**config.mk**
```make
export PLATFORM = sky130hd
export DESIGN_NAME = sth_bank
export DESIGN_NICKNAME = d
export VERILOG_FILES = /design/src/rtl/sth_pkg.sv /design/src/rtl/sth_bank.sv
export SDC_FILE = /design/constraint.sdc
export NUM_CORES = 1
export LEC_CHECK = 0
export BUFFER_PORTS_ARGS = -buffer_cell sky130_fd_sc_hd__buf_2
export CORE_ASPECT_RATIO = 1.75
export CORE_MARGIN = 4
export CORE_UTILIZATION = 30
export CTS_CLUSTER_SIZE = 30
export DETAILED_ROUTE_END_ITERATION = 7
export SETUP_SLACK_MARGIN = 0.05
export SLEW_MARGIN = 10
export SYNTH_ARGS = -nofsm -noshare
export SYNTH_HDL_FRONTEND = slang
export SYNTH_SLANG_ARGS = --single-unit
```
**constraint.sdc**
```tcl
create_clock -name REF_CLK_I -period 3.8 [get_ports REF_CLK_I]
set_input_delay 0 -clock REF_CLK_I [delete_from_list [all_inputs] [get_ports REF_CLK_I]]
set_output_delay 0 -clock REF_CLK_I [all_outputs]
set_load 0.05 [all_outputs]
```
**src/rtl/sth_pkg.sv**
```systemverilog
// constants and carrier types for the self-test result and nvm register bank
// assumes a decoded serial frame arrives as one request per clock
package sth_pkg;

  // register addresses
  localparam logic [6:0] ADDR_CH7_LOW = 7'h56;
  localparam logic [6:0] ADDR_CH7_MID = 7'h57;
  localparam logic [6:0] ADDR_CH7_HIGH = 7'h58;
  localparam logic [6:0] ADDR_VOLT_LOW = 7'h59;
  localparam logic [6:0] ADDR_VOLT_MID = 7'h5A;
  localparam logic [6:0] ADDR_VOLT_HIGH = 7'h5B;
  localparam logic [6:0] ADDR_NVM_CMD = 7'h60;
  localparam logic [6:0] ADDR_NVM_D0 = 7'h61;
  localparam logic [6:0] ADDR_NVM_D1 = 7'h62;
  localparam logic [6:0] ADDR_NVM_D2 = 7'h63;

  // result registers, slot 0..5 = ch7 low/mid/high, voltage low/mid/high
  localparam int NUM_RESULTS = 6;
  localparam int RESULT_W = 10;
  localparam int RES_LSB = 4;
  localparam int FRESH_BIT = 1;
  localparam int PARITY_BIT = 0;
  localparam logic [RESULT_W-1:0] RESULT_RESET = 10'h000;

  // nvm command
  localparam int OPCODE_LSB = 8;
  localparam int OPCODE_W = 4;
  localparam logic [OPCODE_W-1:0] OP_READ = 4'hA;
  localparam logic [OPCODE_W-1:0] OP_WRITE = 4'hB;
  localparam logic [OPCODE_W-1:0] OP_SIMULATE = 4'hC;

  // nvm data word 0
  localparam int DITHER_LSB = 13;
  localparam int WDOG_LSB = 11;
  localparam int DSB_BIT = 10;
  localparam int WRCNT_LSB = 1;
  localparam int WRCNT_W = 9;
  localparam logic [WRCNT_W-1:0] WRCNT_MAX = 9'h1FF;

  // nvm data words 1 and 2
  localparam int THR_LSB = 2;
  localparam int THR_LOW_W = 14;
  localparam int THR7_LSB = 2;
  localparam int OUTST_LSB = 8;
  localparam int STBY_LSB = 4;

  typedef struct packed {
    logic [6:0] addr;
    logic rd;
    logic rc;
    logic wr;
    logic [15:0] wdata;
  } sth_reg_req_t;

  typedef struct packed {
    logic [RESULT_W-1:0] value;
    logic fresh;
  } sth_result_t;

  typedef struct packed {
    sth_result_t [NUM_RESULTS-1:0] res;
    logic [OPCODE_W-1:0] opcode;
    logic [2:0] dither;
    logic [1:0] wdog;
    logic dsb;
    logic [WRCNT_W-1:0] wr_count;
    logic [THR_LOW_W-1:0] thr;
    logic [1:0] thr7;
    logic [7:0] out_state;
    logic [3:0] stby_en;
    logic [15:0] rdata;
    logic [3:0] en;
  } sth_state_t;

endpackage : sth_pkg

```
**src/rtl/sth_bank.sv**
```systemverilog
// self-test result registers and nvm programming window of an octal switch
// assumes the serial frame is decoded outside into one-cycle requests
// Functional notes
// - results in bits 13:4, reserved zero, reset zero
// - fresh flag bit 1 set on store, read clears
// - read-and-clear clears all clearable bits regardless payload
// - six results: ch7 and voltage, three levels
// - opcode bits 11:8, read/write/simulate codes
// - word0 holds dither, watchdog, deep-sleep block fields
// - word0 bits 9:1 read-only write tally, reset zero
// - word1 holds 2-bit thresholds for channels 0-6
// - channel 7 threshold in word2 bits 3:2
// - word2 bits 15:8 hold per-channel output state
// - word2 bits 7:4 standby enable states ch3-0
// - standby enables follow select: normal or nvm
`timescale 1ns/1ps
module sth_bank
  import sth_pkg::*;
(
  input wire logic REF_CLK_I,
  input wire logic RESET_I,
  input wire sth_reg_req_t REG_REQ_I,
  input wire logic [NUM_RESULTS-1:0] ADC_STORE_I,
  input wire logic [NUM_RESULTS-1:0][RESULT_W-1:0] ADC_VALUE_I,
  input wire logic NVM_WR_DONE_I,
  input wire logic STANDBY_I,
  input wire logic STBY_SRC_SEL_I,
  input wire logic [3:0] NORMAL_EN_I,
  output logic [15:0] REG_RDATA_O,
  output logic [OPCODE_W-1:0] NVM_OPCODE_O,
  output logic [2:0] DITHER_INC_O,
  output logic [1:0] WDOG_PERIOD_O,
  output logic DSB_BLOCK_O,
  output logic [15:0] CUR_THR_O,
  output logic [7:0] OUT_STATE_O,
  output logic [3:0] EN_O
);

  sth_state_t st;
  sth_state_t next_st;
  logic [15:0] rd_word;
  logic [6:0] slot;
  logic is_res;
  logic acc;

  // decode and next-state: reads, clears, writes, stores
  always_comb begin
    next_st = st;
    rd_word = 16'h0000;
    slot = REG_REQ_I.addr - ADDR_CH7_LOW;
    is_res = (REG_REQ_I.addr >= ADDR_CH7_LOW) && (REG_REQ_I.addr <= ADDR_VOLT_HIGH);
    acc = REG_REQ_I.rd || REG_REQ_I.rc;
    // read mux; unused bits stay zero
    if (is_res) begin
      rd_word[RES_LSB +: RESULT_W] = st.res[slot[2:0]].value;
      rd_word[FRESH_BIT] = st.res[slot[2:0]].fresh;
    end
    unique case (REG_REQ_I.addr)
      ADDR_NVM_CMD: rd_word[OPCODE_LSB +: OPCODE_W] = st.opcode;
      ADDR_NVM_D0: begin
        rd_word[DITHER_LSB +: 3] = st.dither;
        rd_word[WDOG_LSB +: 2] = st.wdog;
        rd_word[DSB_BIT] = st.dsb;
        rd_word[WRCNT_LSB +: WRCNT_W] = st.wr_count;
      end
      ADDR_NVM_D1: rd_word[THR_LSB +: THR_LOW_W] = st.thr;
      ADDR_NVM_D2: begin
        rd_word[OUTST_LSB +: 8] = st.out_state;
        rd_word[STBY_LSB +: 4] = st.stby_en;
        rd_word[THR7_LSB +: 2] = st.thr7;
      end
      default: ;
    endcase
    // odd parity over the whole word so an all-zero frame is caught
    rd_word[PARITY_BIT] = ~(^rd_word[15:1]);
    if (acc) begin
      next_st.rdata = rd_word;
    end
    // per-slot clear, then store so a same-cycle update is never lost
    for (int i = 0; i < NUM_RESULTS; i++) begin
      if (is_res && acc && (slot == 7'(i))) begin
        next_st.res[i].fresh = 1'b0;
        if (REG_REQ_I.rc) begin
          next_st.res[i].value = RESULT_RESET;
        end
      end
      if (ADC_STORE_I[i]) begin
        next_st.res[i].value = ADC_VALUE_I[i];
        next_st.res[i].fresh = 1'b1;
      end
    end
    // writes; read-only fields and results ignore the payload
    if (REG_REQ_I.wr) begin
      unique case (REG_REQ_I.addr)
        ADDR_NVM_CMD: next_st.opcode = REG_REQ_I.wdata[OPCODE_LSB +: OPCODE_W];
        ADDR_NVM_D0: begin
          next_st.dither = REG_REQ_I.wdata[DITHER_LSB +: 3];
          next_st.wdog = REG_REQ_I.wdata[WDOG_LSB +: 2];
          next_st.dsb = REG_REQ_I.wdata[DSB_BIT];
        end
        ADDR_NVM_D1: next_st.thr = REG_REQ_I.wdata[THR_LSB +: THR_LOW_W];
        ADDR_NVM_D2: begin
          next_st.out_state = REG_REQ_I.wdata[OUTST_LSB +: 8];
          next_st.stby_en = REG_REQ_I.wdata[STBY_LSB +: 4];
          next_st.thr7 = REG_REQ_I.wdata[THR7_LSB +: 2];
        end
        default: ;
      endcase
    end
    // write tally saturates rather than wrapping back to a fresh look
    if (NVM_WR_DONE_I && (st.wr_count != WRCNT_MAX)) begin
      next_st.wr_count = st.wr_count + 9'h001;
    end
    // enable source in standby
    if (STANDBY_I && STBY_SRC_SEL_I) begin
      next_st.en = st.stby_en;
    end else begin
      next_st.en = NORMAL_EN_I;
    end
  end

  // single state register, everything zero after reset
  always_ff @(posedge REF_CLK_I) begin
    if (RESET_I) begin
      st <= '0;
    end else begin
      st <= next_st;
    end
  end

  // outputs straight from flops
  assign REG_RDATA_O = st.rdata;
  assign NVM_OPCODE_O = st.opcode;
  assign DITHER_INC_O = st.dither;
  assign WDOG_PERIOD_O = st.wdog;
  assign DSB_BLOCK_O = st.dsb;
  assign CUR_THR_O = {st.thr7, st.thr};
  assign OUT_STATE_O = st.out_state;
  assign EN_O = st.en;

  // per-slot set and keep of the fresh flag
  for (genvar g = 0; g < NUM_RESULTS; g++) begin : g_slot

  end
endmodule : sth_bank

```
* Word level (Yosys, flattened, before mapping)
Cells that the tools add are included.
Word-level totals: flip-flop bits (word level) 133, word-level logic and storage cells 96
Operators by class: add/sub/neg operators 2, order comparisons 3, equality and inequality tests 10, mux-type cells 22, bitwise gates (word level) 1, reductions and logical operators 35
Operators by type and width (number):
- 11-bit two-way mux | 13
- 11-bit binary-select mux with 3-bit select | 1
- 7-bit equality test, second input constant | 4
- 2-bit nonzero test | 12
- 10-bit two-way mux | 2
- 2-bit AND reduction | 10
- 6-bit case mux with 3 select lines | 1
- 4-bit case mux with 4 select lines | 1
- 15-bit XOR reduction | 1
- 7-bit by 2-bit equality test with 1-bit output, second input constant | 2
- 7-bit by 3-bit equality test with 1-bit output, second input constant | 2
- 4-bit case mux with 3 select lines | 1
- 1-bit logical AND | 10
- 9-bit by 1-bit adder with 9-bit output, second input constant | 1
- 9-bit != test, second input constant | 1
- 7-bit by 1-bit equality test with 1-bit output, second input constant | 1
- 7-bit >= comparator, second input constant | 1
- 7-bit less-or-equal comparator, second input constant | 1
- 7-bit zero test | 1
- 7-bit subtractor, second input constant | 1
- 3-bit by 4-bit less-than comparator with 1-bit output, second input constant | 1
- 4-bit two-way mux | 1
- 1-bit two-way mux | 2
- 1-bit logical OR | 1
- 1-bit NOT | 1

* Longest topological paths before layout
depth after elaboration 7, depth in mapped cells 11, gate-level depth less buffers 10

* Worst setup path before layout
Ideal clock, no wire load.
kind reg-to-reg, start register st, in the netlist DSB_BLOCK_O, end register st, in the netlist REG_RDATA_O[0], library setup time 79 ps, data arrival time 2017 ps, data required time 3721 ps, setup slack 1703 ps, cell stages (with the launch flop) 8, clock period less this slack 2097 ps, cells stage by stage dfxtp_1 > mux4_2 > nand2_1 > o21ai_1 > xnor2_1 > xnor2_2 > xnor3_1 > a211oi_2
On the way: cells in the longest elaborated chain, start to end 3
Ends and longest elaborated chain:
- start: declaration | line sth_bank.sv:39 | sth_state_t st;
- start signal: assignment | line sth_bank.sv:127 | st <= next_st;
- 4-bit case mux with 4 select lines | line sth_bank.sv:58 | unique case (REG_REQ_I.addr)
- 15-bit XOR reduction | line sth_bank.sv:75 | rd_word[PARITY_BIT] = ~(^rd_word[15:1]);
- 1-bit NOT | line sth_bank.sv:75
No other way between the ends. A chain may end at the register's enable or synchronous reset.

* Worst setup path in the final report
start input port REG_REQ_I[20] (netlist name), end register st[86] (netlist name)
On the way: cells in the longest elaborated chain, start to end 6, elaborated cells between the ends (all ways) 9, classes of those cells add/sub (1); order compare (2); eq/ne (1); reduce/logical (5)
Ends and longest elaborated chain:
- start: declaration | line sth_bank.sv:22 | input wire sth_reg_req_t REG_REQ_I,
- branches (longest 3 deep; another with 7-bit subtractor)
- 1-bit logical AND * | line sth_bank.sv:81 | if (is_res && acc && (slot == 7'(i))) begin
- 2-bit nonzero test (no source line) *
- 2-bit AND reduction (no source line) *
Mark *: on every way between the ends.

==> flow_summary.json <==
{
  "status": "finished clean",
  "dieHeight_um": 199.3,
  "first_pass_iters": 4,
  "synth.top_cell.area_share_pct": 42.42,
  "yosysTopAreaCell": "dfxtp_1",
  "fin_crit_ps": 2542,
  "worstMarginPinSlew_ps": 1174,
  "ys_ff_latch": 133,
  "coreArea_um2": 20460,
  "initial_utilization_pct": 30.67,
  "crit_arrival_ps": 2790,
  "synth.distinct_cells": 49,
  "path_max_fanout": 20,
  "drive_above_1_share_pct": 26.42,
  "cts.sinks": 133,
  "holdWs_ps": 73.48,
  "cts_setup_buffers": 0,
  "period_share_pct": 66.89,
  "n_antenna_cell": 0,
  "critPathMaxStageDelay_ps": 400,
  "cts_max_level": 4,
  "async_flop_share_pct": 0,
  "synthCells": 672,
  "finalSetupViolations": 0,
  "fin_worst_skew_ps": 6.524,
  "min_path_cells": 4,
  "numCtsBuffers": 17,
  "antenna_found_initial": 0,
  "grt_pass1_vias": 5624,
  "p_total_mw": 3.621,
  "path_buf_inv": 2,
  "slew_headroom_pct": 21.73,
  "drt-wirelength-per-cell_um": 18.29,
  "power_density_nw_per_um2": 433.4,
  "final_cell_mix": "nor2_1 (151), buf_2 (151), dfxtp_1 (133)",
  "critPathKind": "in2reg",
  "grt_max_degree": 109,
  "synth_edf_count": 0,
  "cts.repair.resized": 0,
  "syn_avg_cell_area_um2": 9.339,
  "r2r_slack_ps": 1470,
  "totalWireLength_um": 20330,
  "rsz0062_at_grt": "false",
  "required_ps": 4050,
  "postCtsHoldBufs": 92,
  "insertion_delay_ps": 420,
  "ctsRootBufferMaster": "clkbuf_16",
  "synth_ff_type": "dfxtp_1",
  "grt_overflow": 0,
  "rows": 69,
  "ir_worst_vdd_mv": 0.2408,
  "crit_top_cell": "nor2_1",
  "io_pins": 155,
  "finalNetCount": 955,
  "worstPathCellList": "buf_2 -> buf_4 -> ha_1 -> nand2b_1 -> a2111oi_0 -> o2111ai_1 -> nor2_1 -> and2_1 -> a31oi_2 -> a22oi_1 -> nor2_1",
  "final_max_slew_viol_count": 0,
  "grt_pass1_wl_um": 31170,
  "reg2reg_depth": 7,
  "vias": 5503,
  "drc": 0,
  "gp_congestion": 0.7617,
  "yosys_warnings": 0,
  "die_w_um": 117.3,
  "n_fill_cell": 2012,
  "start_kind": "input port",
  "clk_path_buf_depth": 2,
  "cts.clk_slew.worst_paths_ps": 60,
  "cp_slowest_cell": "a2111oi_0",
  "initialDrtViolationCount": 316,
  "synth_area_um2": 6276,
  "hpwl_um": 14090,
  "hp-class": "in2reg",
  "die_area_um2": 23390,
  "cts_tree": "yes",
  "port_buffers": 152,
  "cp_top_family": "compound AO/OA/AOI/OAI gates",
  "drv_cap": 0,
  "leakage_nw": 3.797,
  "area.growth.synth_to_final_pct": 33.13,
  "cp.depth": 11,
  "antenna_left": 0,
  "syn_nets": 777,
  "end_kind": "flop",
  "ys_seq_area_share_pct": 42.42,
  "setup_tns_ps": 0,
  "track_usage_pct": 17.36,
  "hold_viol": 0,
  "netlist_top_cells_area": "dfxtp_1 (42%), nor2_1 (9.0%), a22oi_1 (8.4%)",
  "vias_per_cell": 4.953,
  "max_freq_ghz": 0.3934
}
through the flow:
stage	setup slack (ps)	util, %	instance area [um2]	instances
global route	962.5	40.84	8356	1111
CTS	1269	40.84	8356	1111
floorplan	1703	-	6276	672
finish	1258	40.84	8356	1111
global placement	962.8	33.25	6804	987
detailed placement	860.9	33.25	6804	987
final cells by class:
type	instances	area, um2	area share (%)
flip-flops and latches	133	2663	31.87
repair buffers	254	1759	21.05
clock inverters	10	146.4	1.752
multi-input cells	440	2978	35.64
well taps	248	310.3	3.714
inverters	4	15.01	0.1797
clock buffers	22	484.2	5.795
registers in the layout (all words and copies together) (netlist names):
register       count
st                79
CUR_THR_O         16
REG_RDATA_O       16
OUT_STATE_O        8
EN_O               4
NVM_OPCODE_O       4
DITHER_INC_O       3
WDOG_PERIOD_O      2
DSB_BLOCK_O        1
Yosys cell counts (3+ instances only):
master	number
o21ai_0	3
mux4_2	15
a22oi_1	70
nand2_1	24
dfxtp_1	133
nand3_1	11
clkbuf_1	29
nand2b_1	4
mux2i_1	51
nor2_1	151
buf_6	4
nand4_1	5
xor2_1	7
buf_4	57
a21oi_1	30
o22ai_1	6
ha_1	4
inv_1	4
buf_2	3
xnor2_1	7
nor3_1	10
mux2_2	8
final timing paths:
path | startpoint | endpoint
hold reg to reg | REG_RDATA_O[14]$_SDFFE_PP0N_ | REG_RDATA_O[14]$_SDFFE_PP0N_
setup / recovery | REG_REQ_I[20] | st[86]$_SDFFE_PP0P_
setup reg to reg | st[98]$_SDFFE_PP0P_ | REG_RDATA_O[0]$_SDFFE_PP0N_
hold / removal | REG_REQ_I[18] | REG_RDATA_O[3]$_SDFFE_PP0N_
metal layers:
metal / GRT usage [%] / part of all wire (%) / vias to the layer above
li1: - / - / 2664
met2: 33.37 / 55 / 173
met1: 17.64 / 37 / 2630
met4: 9.134 / 3.8 / 0
met5: 0 / 0 / -
met3: 3.512 / 4.3 / 36
worst register-to-register path, cell delays in order (launching register included):
cell and delay, ps:
dfxtp_1 320, mux4_2 510, a21oi_1 230, o22ai_1 130
xnor3_1 390, xnor2_1 190, xnor3_1 250, a211oi_2 210
kinds of logic after synthesis:
kind of cell	share of synthesized area, %
compound gates	13.40
flops	42.42
fa+ha+maj	0.7975
simple gates	15.01
xor+xnor	2.931
buf+inv	10.13
mux	15.31
power breakdown:
| group | leakage (nW) | switching (mW) | internal [mW] |
|---|---|---|---|
| registers | 1.09 | 0.0283 | 1.45 |
| logic | 2.41 | 0.221 | 0.194 |
| clock network | 0.295 | 0.627 | 1.10 |
| total | 3.80 | 0.877 | 2.74 |
Note: power is estimated with default switching activity, not from simulation.
